==> src/rtl/pse_irq_pkg.sv <==
package pse_irq_pkg;

  // ****************************************
  // register offsets
  // ****************************************
  localparam logic [7:0] ADDR_IRQ_SUMMARY       = 8'h00;
  localparam logic [7:0] ADDR_IRQ_MASK          = 8'h01;
  localparam logic [7:0] ADDR_POWER_EVENT       = 8'h02;
  localparam logic [7:0] ADDR_POWER_EVENT_CLR   = 8'h03;
  localparam logic [7:0] ADDR_PROBE_EVENT       = 8'h04;
  localparam logic [7:0] ADDR_PROBE_EVENT_CLR   = 8'h05;
  localparam logic [7:0] ADDR_FAULT_EVENT       = 8'h06;
  localparam logic [7:0] ADDR_FAULT_EVENT_CLR   = 8'h07;
  localparam logic [7:0] ADDR_STARTUP_EVENT     = 8'h08;
  localparam logic [7:0] ADDR_STARTUP_EVENT_CLR = 8'h09;
  localparam logic [7:0] ADDR_SUPPLY_EVENT      = 8'h0a;
  localparam logic [7:0] ADDR_SUPPLY_EVENT_CLR  = 8'h0b;
  localparam logic [5:0] ADDR_PORT_RESULT_BLK   = 6'h03;
  localparam logic [7:0] ADDR_POWER_STATE       = 8'h10;

  // ****************************************
  // reset values
  // ****************************************
  localparam logic [7:0] IRQ_MASK_RESET     = 8'h00;
  localparam logic [7:0] EVENT_RESET        = 8'h00;
  localparam logic [7:0] PORT_RESULT_RESET  = 8'h00;

  // ****************************************
  // field positions
  // ****************************************
  localparam int SUM_ON_OFF        = 0;
  localparam int SUM_GOOD          = 1;
  localparam int SUM_CUTOFF        = 2;
  localparam int SUM_PROBE         = 3;
  localparam int SUM_CLASS         = 4;
  localparam int SUM_UNPLUG        = 5;
  localparam int SUM_STARTUP       = 6;
  localparam int SUM_SUPPLY        = 7;
  localparam int SUPPLY_MAIN_UV    = 4;
  localparam int SUPPLY_LOGIC_UV   = 5;
  localparam int SUPPLY_OVER_TEMP  = 7;
  localparam int NUM_PORTS         = 4;

  // ****************************************
  // timing
  // ****************************************
  localparam int CLK_MHZ                = 100;
  localparam int OVERLOAD_CUTOFF_US     = 60;
  localparam int UNPLUG_WINDOW_US       = 300;
  localparam int OVERLOAD_CUTOFF_CYCLES = OVERLOAD_CUTOFF_US * CLK_MHZ;
  localparam int UNPLUG_WINDOW_CYCLES   = UNPLUG_WINDOW_US * CLK_MHZ;

endpackage

==> src/rtl/sticky_event_reg.sv <==
module sticky_event_reg #(
  parameter int         WIDTH = 8,
  parameter logic [7:0] INIT  = 8'h00
) (
  input  wire  logic             sys_clk,
  input  wire  logic             rst,
  input  wire  logic [WIDTH-1:0] set,
  input  wire  logic             clr,
  output logic       [WIDTH-1:0] flags
);

  logic [WIDTH-1:0] next_flags;

  // set wins over a clear in the same cycle, so no event is lost
  assign next_flags = (flags & ~{WIDTH{clr}}) | set;

  always_ff @(posedge sys_clk or posedge rst) begin
    if (rst) begin
      flags <= INIT[WIDTH-1:0];
    end else begin
      flags <= next_flags;
    end
  end

endmodule

==> src/rtl/quad_port_event_interrupt.sv <==
// Operation
// (RL1) summary bits 0,1 from power event halves
// (RL2) summary bits 2,5 from fault event halves
// (RL3) summary bits 3,4 from probe/class halves
// (RL4) summary bits 6,7 from start-up, supply
// (RL5) summary read-only, pure mirror, no storage
// (RL6) mask enables groups, active-low interrupt pulled
// (RL7) interrupt released when no enabled group active
// (RL8) power event: on/off low, good-change high
// (RL9) power-good change sets good_change flag
// (RL10) clear mirror reads same as base
// (RL11) mirror read clears base and mirror
// (RL12) flags sticky; base read never clears
// (RL13) probe low nibble, class high nibble
// (RL14) per-port result registers at 0ch-0fh
// (RL15) overload cutoff sets fault bits 0-3
// (RL16) unplug timeout sets fault bits 4-7
// (RL17) five event registers feed summary
// (RL18) start-up: inrush low, current-limit high
// (RL19) supply bits 4,5,7; rest reserved
//
// Local design decision: the plain strobed port.
module quad_port_event_interrupt
  import pse_irq_pkg::*;
#(
  parameter int CUTOFF_CYCLES = OVERLOAD_CUTOFF_CYCLES,
  parameter int UNPLUG_CYCLES = UNPLUG_WINDOW_CYCLES,
  parameter int TIMER_W       = 16
) (
  input  wire  logic        sys_clk,
  input  wire  logic        rst,
  input  wire  logic [7:0]  addr,
  input  wire  logic [7:0]  wdata,
  input  wire  logic        wr_en,
  input  wire  logic        rd_en,
  output logic       [7:0]  rdata,
  output logic              irq_n,
  input  wire  logic [3:0]  port_on,
  input  wire  logic [3:0]  power_good,
  input  wire  logic [3:0]  probe_done,
  input  wire  logic [3:0]  class_done,
  input  wire  logic [3:0]  port_result_load,
  input  wire  logic [31:0] port_result_value,
  input  wire  logic [3:0]  overload_threshold,
  input  wire  logic [3:0]  under_unplug,
  input  wire  logic [3:0]  inrush_timeout,
  input  wire  logic [3:0]  limit_timeout,
  input  wire  logic        main_uv,
  input  wire  logic        logic_uv,
  input  wire  logic        over_temp,
  output logic       [3:0]  port_cutoff
);

  localparam logic [TIMER_W-1:0] CUT_LAST    = TIMER_W'(CUTOFF_CYCLES - 1);
  localparam logic [TIMER_W-1:0] CUT_DONE    = TIMER_W'(CUTOFF_CYCLES);
  localparam logic [TIMER_W-1:0] UNPLUG_LAST = TIMER_W'(UNPLUG_CYCLES - 1);
  localparam logic [TIMER_W-1:0] UNPLUG_DONE = TIMER_W'(UNPLUG_CYCLES);

  // ****************************************
  // port state tracking
  // ****************************************
  logic [3:0] on_q;
  logic [3:0] pg_q;
  logic       state_seen;
  wire  [3:0] on_change;
  wire  [3:0] good_change;

  // first cycle after reset only captures, a reset is not a change
  always_ff @(posedge sys_clk or posedge rst) begin
    if (rst) begin
      on_q       <= 4'h0;
      pg_q       <= 4'h0;
      state_seen <= 1'b0;
    end else begin
      on_q       <= port_on;
      pg_q       <= power_good;
      state_seen <= 1'b1;
    end
  end

  assign on_change   = {4{state_seen}} & (port_on ^ on_q);
  assign good_change = {4{state_seen}} & (power_good ^ pg_q); // RL9

  // ****************************************
  // overload and unplug timers
  // ****************************************
  logic [TIMER_W-1:0] cut_cnt    [NUM_PORTS];
  logic [TIMER_W-1:0] unplug_cnt [NUM_PORTS];
  wire  [3:0]         cut_cond;
  wire  [3:0]         unplug_cond;
  wire  [3:0]         cut_fire;
  wire  [3:0]         unplug_fire;

  assign cut_cond    = on_q & overload_threshold;
  assign unplug_cond = on_q & under_unplug;

  genvar gi;
  generate
    for (gi = 0; gi < NUM_PORTS; gi++) begin : g_timer
      // timers hold at the end value so one excursion fires once
      assign cut_fire[gi]    = cut_cond[gi] && (cut_cnt[gi] == CUT_LAST); // RL15
      assign unplug_fire[gi] = unplug_cond[gi] && (unplug_cnt[gi] == UNPLUG_LAST); // RL16

      always_ff @(posedge sys_clk or posedge rst) begin
        if (rst) begin
          cut_cnt[gi] <= '0;
        end else if (!cut_cond[gi]) begin
          cut_cnt[gi] <= '0;
        end else if (cut_cnt[gi] != CUT_DONE) begin
          cut_cnt[gi] <= cut_cnt[gi] + 1'b1;
        end
      end

      always_ff @(posedge sys_clk or posedge rst) begin
        if (rst) begin
          unplug_cnt[gi] <= '0;
        end else if (!unplug_cond[gi]) begin
          unplug_cnt[gi] <= '0;
        end else if (unplug_cnt[gi] != UNPLUG_DONE) begin
          unplug_cnt[gi] <= unplug_cnt[gi] + 1'b1;
        end
      end
    end
  endgenerate

  // cut request to the port switch, same edge as the flag
  always_ff @(posedge sys_clk or posedge rst) begin
    if (rst) begin
      port_cutoff <= 4'h0;
    end else begin
      port_cutoff <= cut_fire; // RL15
    end
  end

  // ****************************************
  // per-port result registers
  // ****************************************
  logic [7:0] port_result [NUM_PORTS];

  generate
    for (gi = 0; gi < NUM_PORTS; gi++) begin : g_result
      always_ff @(posedge sys_clk or posedge rst) begin
        if (rst) begin
          port_result[gi] <= PORT_RESULT_RESET;
        end else if (port_result_load[gi]) begin
          port_result[gi] <= port_result_value[gi*8 +: 8]; // RL14
        end
      end
    end
  endgenerate

  // ****************************************
  // address decode
  // ****************************************
  wire sel_summary   = (addr == ADDR_IRQ_SUMMARY);
  wire sel_mask      = (addr == ADDR_IRQ_MASK);
  wire sel_power     = (addr == ADDR_POWER_EVENT) || (addr == ADDR_POWER_EVENT_CLR);
  wire sel_probe     = (addr == ADDR_PROBE_EVENT) || (addr == ADDR_PROBE_EVENT_CLR);
  wire sel_fault     = (addr == ADDR_FAULT_EVENT) || (addr == ADDR_FAULT_EVENT_CLR);
  wire sel_startup   = (addr == ADDR_STARTUP_EVENT) || (addr == ADDR_STARTUP_EVENT_CLR);
  wire sel_supply    = (addr == ADDR_SUPPLY_EVENT) || (addr == ADDR_SUPPLY_EVENT_CLR);
  wire sel_result    = (addr[7:2] == ADDR_PORT_RESULT_BLK);
  wire sel_state     = (addr == ADDR_POWER_STATE);
  // only the odd mirror addresses clear; base reads are harmless
  wire clr_power     = rd_en && (addr == ADDR_POWER_EVENT_CLR); // RL11
  wire clr_probe     = rd_en && (addr == ADDR_PROBE_EVENT_CLR); // RL11
  wire clr_fault     = rd_en && (addr == ADDR_FAULT_EVENT_CLR); // RL11
  wire clr_startup   = rd_en && (addr == ADDR_STARTUP_EVENT_CLR); // RL11
  wire clr_supply    = rd_en && (addr == ADDR_SUPPLY_EVENT_CLR); // RL11

  // ****************************************
  // event registers
  // ****************************************
  logic [7:0] power_flags;
  logic [7:0] probe_flags;
  logic [7:0] fault_flags;
  logic [7:0] startup_flags;
  logic [7:0] supply_flags;
  wire  [7:0] power_set   = {good_change, on_change}; // RL8
  wire  [7:0] probe_set   = {class_done, probe_done}; // RL13
  wire  [7:0] fault_set   = {unplug_fire, cut_fire};
  wire  [7:0] startup_set = {limit_timeout, inrush_timeout}; // RL18
  // reserved supply bits never set, so they read zero
  wire  [7:0] supply_set  = {over_temp, 1'b0, logic_uv, main_uv, 4'h0}; // RL19

  // five stores, each seen at a base and a mirror address
  sticky_event_reg #(.WIDTH(8), .INIT(EVENT_RESET)) u_power (
    .sys_clk (sys_clk),
    .rst     (rst),
    .set     (power_set),
    .clr     (clr_power),
    .flags   (power_flags)
  ); // RL17 RL12

  sticky_event_reg #(.WIDTH(8), .INIT(EVENT_RESET)) u_probe (
    .sys_clk (sys_clk),
    .rst     (rst),
    .set     (probe_set),
    .clr     (clr_probe),
    .flags   (probe_flags)
  ); // RL17

  sticky_event_reg #(.WIDTH(8), .INIT(EVENT_RESET)) u_fault (
    .sys_clk (sys_clk),
    .rst     (rst),
    .set     (fault_set),
    .clr     (clr_fault),
    .flags   (fault_flags)
  ); // RL17

  sticky_event_reg #(.WIDTH(8), .INIT(EVENT_RESET)) u_startup (
    .sys_clk (sys_clk),
    .rst     (rst),
    .set     (startup_set),
    .clr     (clr_startup),
    .flags   (startup_flags)
  ); // RL17

  sticky_event_reg #(.WIDTH(8), .INIT(EVENT_RESET)) u_supply (
    .sys_clk (sys_clk),
    .rst     (rst),
    .set     (supply_set),
    .clr     (clr_supply),
    .flags   (supply_flags)
  ); // RL17

  // ****************************************
  // summary, mask and interrupt
  // ****************************************
  logic [7:0] irq_mask;
  wire  [7:0] irq_summary;

  // no storage: summary follows the flags combinationally
  assign irq_summary[SUM_ON_OFF]  = |power_flags[3:0]; // RL1 RL5
  assign irq_summary[SUM_GOOD]    = |power_flags[7:4]; // RL1
  assign irq_summary[SUM_CUTOFF]  = |fault_flags[3:0]; // RL2
  assign irq_summary[SUM_PROBE]   = |probe_flags[3:0]; // RL3
  assign irq_summary[SUM_CLASS]   = |probe_flags[7:4]; // RL3
  assign irq_summary[SUM_UNPLUG]  = |fault_flags[7:4]; // RL2
  assign irq_summary[SUM_STARTUP] = |startup_flags; // RL4
  assign irq_summary[SUM_SUPPLY]  = |supply_flags; // RL4

  always_ff @(posedge sys_clk or posedge rst) begin
    if (rst) begin
      irq_mask <= IRQ_MASK_RESET;
    end else if (wr_en && sel_mask) begin
      irq_mask <= wdata; // RL6
    end
  end

  // low while any enabled group is active, high otherwise
  assign irq_n = ~|(irq_summary & irq_mask); // RL6 RL7

  // ****************************************
  // read path
  // ****************************************
  wire [7:0] next_rdata =
    sel_summary ? irq_summary :
    sel_mask    ? irq_mask :
    sel_power   ? power_flags : // RL10
    sel_probe   ? probe_flags : // RL10
    sel_fault   ? fault_flags : // RL10
    sel_startup ? startup_flags :
    sel_supply  ? supply_flags :
    sel_result  ? port_result[addr[1:0]] :
    sel_state   ? {pg_q, on_q} :
    8'h00;

  // mirror data is taken before the clear lands, so nothing is lost
  always_ff @(posedge sys_clk or posedge rst) begin
    if (rst) begin
      rdata <= 8'h00;
    end else if (rd_en) begin
      rdata <= next_rdata;
    end else begin
      rdata <= 8'h00;
    end
  end

  // ****************************************
  // checks
  // ****************************************
  a_irq_level: assert property (@(posedge sys_clk) disable iff (rst) // RL6
    (wr_en && sel_mask && (wdata & irq_summary) != 8'h00) |=> !irq_n)
    else $error("interrupt not raised for an enabled active group");

  a_irq_release: assert property (@(posedge sys_clk) disable iff (rst) // RL7
    (wr_en && sel_mask && wdata == 8'h00) |=> irq_n)
    else $error("interrupt not released with all groups masked");

  a_summary_groups: assert property (@(posedge sys_clk) disable iff (rst) // RL1
    irq_summary == {|supply_flags, |startup_flags, |fault_flags[7:4], |probe_flags[7:4],
                    |probe_flags[3:0], |fault_flags[3:0], |power_flags[7:4],
                    |power_flags[3:0]})
    else $error("summary does not follow event groups");

  a_mirror_same: assert property (@(posedge sys_clk) disable iff (rst) // RL10
    (rd_en && addr == ADDR_FAULT_EVENT_CLR) |=> rdata == $past(fault_flags))
    else $error("mirror read differs from base contents");

  a_clear_read: assert property (@(posedge sys_clk) disable iff (rst) // RL11
    (rd_en && addr == ADDR_POWER_EVENT_CLR && power_set == 8'h00) |=> power_flags == 8'h00)
    else $error("mirror read did not clear the pair");

  a_base_keeps: assert property (@(posedge sys_clk) disable iff (rst) // RL12
    (rd_en && addr == ADDR_PROBE_EVENT) |=> probe_flags == ($past(probe_flags) | $past(probe_set)))
    else $error("base read disturbed the flags");

  a_good_change: assert property (@(posedge sys_clk) disable iff (rst) // RL9
    (state_seen && power_good[0] != pg_q[0]) |=> power_flags[4])
    else $error("power-good change not flagged");

  a_cutoff_time: assert property (@(posedge sys_clk) disable iff (rst) // RL15
    (cut_cond[0] && cut_cnt[0] == CUT_LAST) |=> (fault_flags[0] && port_cutoff[0]))
    else $error("overload cutoff not flagged at the end of the cutoff time");

  a_unplug_time: assert property (@(posedge sys_clk) disable iff (rst) // RL16
    (unplug_cond[1] && unplug_cnt[1] == UNPLUG_LAST) |=> fault_flags[5])
    else $error("unplug timeout not flagged");

  a_result_load: assert property (@(posedge sys_clk) disable iff (rst) // RL14
    port_result_load[2] |=> port_result[2] == $past(port_result_value[23:16]))
    else $error("port result not stored");

  a_supply_reserved: assert property (@(posedge sys_clk) disable iff (rst) // RL19
    supply_flags[3:0] == 4'h0 && !supply_flags[6])
    else $error("reserved supply bit set");

  a_mask_write: assert property (@(posedge sys_clk) disable iff (rst) // RL6
    (wr_en && sel_mask) |=> irq_mask == $past(wdata))
    else $error("mask write not stored");

  a_set_wins: assert property (@(posedge sys_clk) disable iff (rst) // RL11
    (rd_en && addr == ADDR_PROBE_EVENT_CLR) |=> probe_flags == $past(probe_set))
    else $error("mirror read left stale flags or lost a new event");

  a_power_map: assert property (@(posedge sys_clk) disable iff (rst) // RL8
    (state_seen && port_on[2] != on_q[2]) |=> power_flags[2])
    else $error("on/off change not flagged");

  a_probe_map: assert property (@(posedge sys_clk) disable iff (rst) // RL13
    class_done[3] |=> probe_flags[7])
    else $error("classification finish not flagged");

  a_startup_map: assert property (@(posedge sys_clk) disable iff (rst) // RL18
    limit_timeout[1] |=> (startup_flags[5] && irq_summary[SUM_STARTUP]))
    else $error("current-limit timeout not flagged");

endmodule

==> config.mk <==
export PLATFORM = sky130hd
export DESIGN_NAME = quad_port_event_interrupt
export DESIGN_NICKNAME = d
export VERILOG_FILES = /design/src/rtl/pse_irq_pkg.sv /design/src/rtl/sticky_event_reg.sv /design/src/rtl/quad_port_event_interrupt.sv
export SDC_FILE = /design/constraint.sdc
export NUM_CORES = 1
export LEC_CHECK = 0
export BUFFER_PORTS_ARGS = -buffer_cell sky130_fd_sc_hd__buf_2
export CORE_MARGIN = 2
export CORE_UTILIZATION = 51
export DETAILED_ROUTE_END_ITERATION = 8
export PLACE_DENSITY_LB_ADDON = 0.2
export SYNTH_ARGS = -nofsm -noshare
export SYNTH_HDL_FRONTEND = slang
export SYNTH_SLANG_ARGS = --single-unit
==> constraint.sdc <==
create_clock -name sys_clk -period 19.3 [get_ports sys_clk]
set_clock_uncertainty 0.1 [all_clocks]
set_input_delay 0.965 -clock sys_clk [delete_from_list [all_inputs] [get_ports sys_clk]]
set_output_delay 0.965 -clock sys_clk [all_outputs]
set_load 0.01 [all_outputs]
==> run summary, run 1 <==
hold buffer count at CTS -> 0
Clock Sinks -> 229
Hold WC Path Type -> reg2reg
post-DR vias/cell -> 5.60
WP data required -> 18240 ps
Max Fclk -> 0.288 GHz
worst path buffer plus inverter count -> 1
chip height -> 152 µm
GR Overflow Total -> 0
GRT Max-Usage Layer -> met2
status -> finished clean
vias in the first global route -> 8132
Die Wd -> 152 µm
Leak Pwr -> 0.00537 µW
Final Setup Violations -> 0
Power Density -> 82.5 nW/µm²
die area -> 23000 µm²
Post-Syn Nets -> 1189
area post-placement -> 11900 µm²
# Post-CTS Setup Buffers -> 0
Synth Area per Inst -> 10.3 µm²
Synth area leader -> dfrtp_1
Std-Cell Rows -> 54
DR WL/cell -> 16.8 µm
CTS tree -> yes
initial drt markers -> 448
CP peak stage delay -> 580 ps
Peak VDD IR -> 0.0613 mV
top post-synthesis cells by area -> dfrtp_1 51%, xor2_1 5.0%, nor2_1 4.7%
final hold violation count -> 0
post-route DRC violation count -> 0
final core utilization -> 0.589
count of pins over their slew limit -> 0
Seq/Total Area, Yosys -> 0.515
post-route cell area -> 12700 µm²
crit-path cells -> or4_1, a222oi_1, o2111ai_1, a21oi_1, buf_2
layout cells sized above 1 -> 0.168
Final GP Congestion -> 0.864
met3 Usage GRT -> 0.0335
Setup TNS -> 0 ps
EDFF count, synth -> 0
CP arrival -> 2410 ps
I/O Buffers -> 103
Final #Nets -> 1284
M1 GR Usage -> 0.315
CP delay by family, top -> compound AO/OA/AOI/OAI gates
detailed-route via count -> 8263
Setup crit start kind -> register
Synth Flop Type -> dfrtp_1
clock latency at the later pin of the worst-skew pair -> 510 ps
first-pass GRT wire length -> 40700 µm
max-cap viol count -> 0
Tmin final -> 3470 ps
unrepaired setup endpoints after global routing -> no
ANT nets after route -> 0
IO Count -> 104
Crit Path Class -> reg2out
# resized after CTS -> 0
CP max stage cell -> or4_1
final critical-path share of the clock period -> 0.180
HPWL Detailed -> 17200 µm
Max H-tree Level -> 1
Gate Count Post-Synth -> 1082
synthesized flop and latch total -> 229
Yosys top cell area share -> 0.515
GRT Total Usage -> 0.222
Root Driver -> clkbuf_16
filler instances -> 1848
Cell variety after synth -> 57
CP endpoint kind -> primary output
routed wire length -> 24800 µm
Post-synth ARST share -> 1.00
Initial DRT Pass Iterations -> 5
initial antenna violation count -> 1
Slew HR -> 0.319
synth-to-layout area growth -> 14.3%
clock buffer depth -> 3
CP Max Fanout -> 4
Worst-path clk slew -> 60 ps
met2 usage -> 0.353
Starting Density -> 0.515
pin count of the biggest net entering global routing -> 149
cell area after synthesis -> 11100 µm²
Ys Warns -> 0
Num CTS Buffers -> 25
Worst-Margin Slew -> 1010 ps
core area -> 21600 µm²
-- cells by family (layout without fill, tap and decap cells) --
group,count (synthesis),in the layout,synth area share
AOI/OAI and AO/OA,149,149,0.0870
xor gates and xnor gates,111,111,0.0873
adders and majority gates,16,16,0.0180
buffers and inverters,75,186,0.0262
DFF,229,229,0.515
muxes,60,60,0.0662
other,1,3,0.000337
and+or+nand+nor,441,441,0.200
-- power by group --
group	total, µW	leakage, µW	switching [µW]	internal (µW)
Combinational	62.8	0.00201	37.0	25.8
Sequential	499	0.00294	8.13	491
Clock	488	0.000417	190	298
Total	1050	0.00537	235	814
-- cell usage in the layout, fill, tap and decap left out, drive strengths merged, types with 7 or more instances in the layout --
master,instances
a21o,28
a21oi,40
a22o,8
and2,8
and3,20
and4,9
buf,105
clkbuf,37
dfrtp,229
ha,16
inv,37
mux2,39
mux2i,14
mux4,7
nand2,73
nand2b,14
nand3,55
nand3b,8
nand4,27
nor2,139
nor2b,9
nor3,24
nor4,15
o21ai,31
o22ai,12
or3,13
or4,8
xnor2,47
xor2,64
-- through the flow --
step | hold slack [ps] | std cells | power, µW | worst slack, ps
final | 396 | 1475 | 1050 | 15830
after global routing | 416 | 1473 | 1090 | 15780
after CTS | 401 | 1473 | 1060 | 15830
after detailed placement | 387 | 1430 | 571 | 16210
after global placement | 375 | 1430 | 570 | 16210
after floorplan | 363 | 1082 | 547 | 11960
-- registers in the layout, indices dropped and copies added, names as in the netlist --
register,cells
pg_q,4
unplug_cnt,64
port_cutoff,4
rdata,8
u_probe.flags,8
u_power.flags,8
state_seen,1
port_result,32
u_fault.flags,8
u_supply.flags,8
irq_mask,8
on_q,4
cut_cnt,64
u_startup.flags,8
-- routing by layer --
| layer | part of all wire | up-vias |
|---|---|---|
| li1 | - | 3984 |
| met1 | 0.46 | 4048 |
| met2 | 0.47 | 186 |
| met3 | 0.043 | 45 |
| met4 | 0.027 | 0 |
| met5 | 0 | - |
-- final timing paths --
| check | cells after the start | slack (ps) | end | startpoint |
|---|---|---|---|---|
| setup / recovery | 5 | 15830 | irq_n | u_probe.flags[3]$_DFF_PP0_ |
| max in group asynchronous | 3 | 16820 | unplug_cnt[46]$_DFFE_PP0P_ | rst |
| setup reg to reg | 4 | 17000 | u_fault.flags[3]$_DFF_PP0_ | on_q[3]$_DFF_PP0_ |
| hold / removal | 1 | 400 | u_startup.flags[6]$_DFF_PP0_ | u_startup.flags[6]$_DFF_PP0_ |
| hold reg to reg | 1 | 400 | u_startup.flags[6]$_DFF_PP0_ | u_startup.flags[6]$_DFF_PP0_ |
| min in group asynchronous | 2 | 560 | cut_cnt[60]$_DFFE_PP0P_ | rst |
-- synthesized netlist by cell type, types with 5 or more instances --
library cell  number
a21o_1            28
nand3b_1           8
a22o_1             8
and3_1            20
xnor2_1           47
or4_1              6
mux2i_1           14
o211ai_1           5
or3_1             13
a41oi_1            5
clkbuf_1          28
ha_1              16
mux4_2             7
and2_1             7
nand4_1           27
a21oi_1           40
nor4b_1            5
buf_2              8
nor3b_1            6
mux2_2            39
o21ai_0           31
nor3_1            23
inv_1             37
nor4_1            14
nand3_1           55
and4_1             8
nand2_1           73
o22ai_1           12
nand2b_1          14
xor2_1            64
nor2_1           139
dfrtp_1          229
nor2b_1            9
-- area by class of cell --
type,instances,area [µm²],share of cell area
Clock inverter,6,86.3,0.00678
Multi-Input combinational cell,778,5110,0.402
Timing Repair Buffer,105,531,0.0417
Clock buffer,37,761,0.0598
Sequential cell,229,5730,0.450
Antenna cell,2,5.00,0.000393
Tap cell,280,350,0.0275
Inverter,38,150,0.0118
No activity file was read; power rests on OpenSTA's default activity.
==> run 2: changes to the inputs <==
clock period = 2.9 ns   (was 19.3 ns; I/O delays follow)
==> run 2 against run 1 <==
Against the previous run:
- critical path depth stayed put
- power grew to 6.9 times the previous value
- sequential cell count stayed put
- register-to-register slack worse by 16000 ps
- sequential share of layout area is 3.8 points lower
- clock-buffer cell count is 1 lower
- setup slack worse by 16000 ps
- die area stayed put
- first-iteration DRC count is 22% higher
- design area is 9.3% higher
==> run summary, run 2 (same netlist as run 1, synthesis figures left out) <==
core area -> 21600 µm²
routed wire length -> 27400 µm
hold path start -> addr[4]
I/O Buffers -> 103
Top Registers -> cut_cnt (64), unplug_cnt (64), port_result (32)
post-route cell area -> 13900 µm²
clock buffer depth -> 3
area post-placement -> 12000 µm²
HPWL Detailed -> 17600 µm
hold slack -> 58.6 ps
Max Fclk -> 0.379 GHz
initial drt markers -> 545
Final #Nets -> 1404
initial antenna violation count -> 1
DR WL/cell -> 17.2 µm
Clock Sinks -> 229
max-cap viol count -> 0
Max H-tree Level -> 1
FF-to-FF setup slack -> 850 ps
Final GP Congestion -> 0.940
clock latency at the later pin of the worst-skew pair -> 530 ps
final hold violation count -> 0
# resized after CTS -> 0
hold endpoint -> rdata[4]$_DFF_PP0_
GR Overflow Total -> 0
detailed-route via count -> 8971
Die Wd -> 152 µm
CP Max Fanout -> 4
CP arrival -> 2390 ps
CTS tree -> yes
# Post-CTS Setup Buffers -> 0
Antenna diodes -> 0
chip height -> 152 µm
Reg2Reg Launch Point -> unplug_cnt[54]$_DFFE_PP0P_
ANT nets after route -> 0
die area -> 23000 µm²
Setup crit start kind -> register
placed cells -> 1439
final critical-path share of the clock period -> 0.910
Worst-path clk slew -> 60 ps
layout cells sized above 1 -> 0.158
most frequent cells in the layout -> 229 x dfrtp_1, 139 x nor2_1, 110 x dlygate4sd3_1
hold path cells -> 4
count of pins over their slew limit -> 0
Setup crit start -> u_probe.flags[3]$_DFF_PP0_
Worst Reg-to-Reg Cells -> 5
Final Power -> 7260 µW
Slew HR -> 0.493
synth-to-layout area growth -> 25.0%
Num CTS Buffers -> 26
post-place setup slack -> 827 ps
first-pass GRT wire length -> 44900 µm
Hold WC Path Type -> in2reg
IO Count -> 104
post-route DRC violation count -> 0
Root Driver -> clkbuf_16
Tmin final -> 2640 ps
final worst-path setup slack -> 262 ps
vias in the first global route -> 9004
post-DR vias/cell -> 5.64
WP data required -> 2650 ps
most common cell after layout, fill and taps aside -> dfrtp_1
unrepaired setup endpoints after global routing -> no
Power Density -> 521 nW/µm²
pin count of the biggest net entering global routing -> 135
hold buffer count at CTS -> 110
Non-Filler Instances -> 1591
CP endpoint kind -> primary output
Peak VDD IR -> 0.421 mV
Starting Density -> 0.515
Initial DRT Pass Iterations -> 5
GRT Total Usage -> 0.244
status -> finished clean
Crit Path Class -> reg2out
Std-Cell Rows -> 54
Final Setup Violations -> 0
Leak Pwr -> 0.00589 µW
worst flop-to-flop path endpoint -> unplug_cnt[49]$_DFFE_PP0P_
Worst-Margin Slew -> 760 ps
[run 2: per-layer routing]
layer  GRT usage  routed length [µm]  share of wire  vias up
li1            -                   -              -     4223
met1       0.327               12100           0.44     4417
met2       0.409               13100           0.48      250
met3      0.0377                1230          0.045       79
met4      0.0806                 874          0.032        2
met5           0                  13        0.00047        -
[run 2: layout make-up]
| type | count | area, µm² |
|---|---|---|
| Timing Repair Buffer | 224 | 1710 |
| Clock inverter | 6 | 105 |
| Tap cell | 280 | 350 |
| Inverter | 38 | 146 |
| Fill cell | 1733 | 7700 |
| Sequential cell | 229 | 5730 |
| Multi-Input combinational cell | 778 | 5110 |
| Clock buffer | 36 | 759 |
[run 2: through the flow]
step                TNS (ps)  utilization
finish                     0        0.644
global route               0        0.644
CTS                        0        0.644
detailed placement         0        0.553
global placement           0        0.553
floorplan             -77620            -
[run 2: worst max-delay path, stage by stage (launching register included)]
cell and delay, ps:
dfrtp_1 400, or4_1 570, a222oi_1 390, o2111ai_1 170, a21oi_1 140, buf_2 190
[run 2: worst max path at each step]
stage | to | slack [ps] | cells past startpoint
after global routing | irq_n | 120 | 5
after detailed placement | irq_n | 830 | 5
final | irq_n | 260 | 5
after global placement | irq_n | 840 | 5
after floorplan | cut_cnt[0]$_DFFE_PP0P_ | -340 | 1
after CTS | irq_n | 260 | 5
[run 2: power by group]
group | switching [µW] | internal, µW
combinational | 284 | 302
clock | 1270 | 2070
sequential | 59.5 | 3270
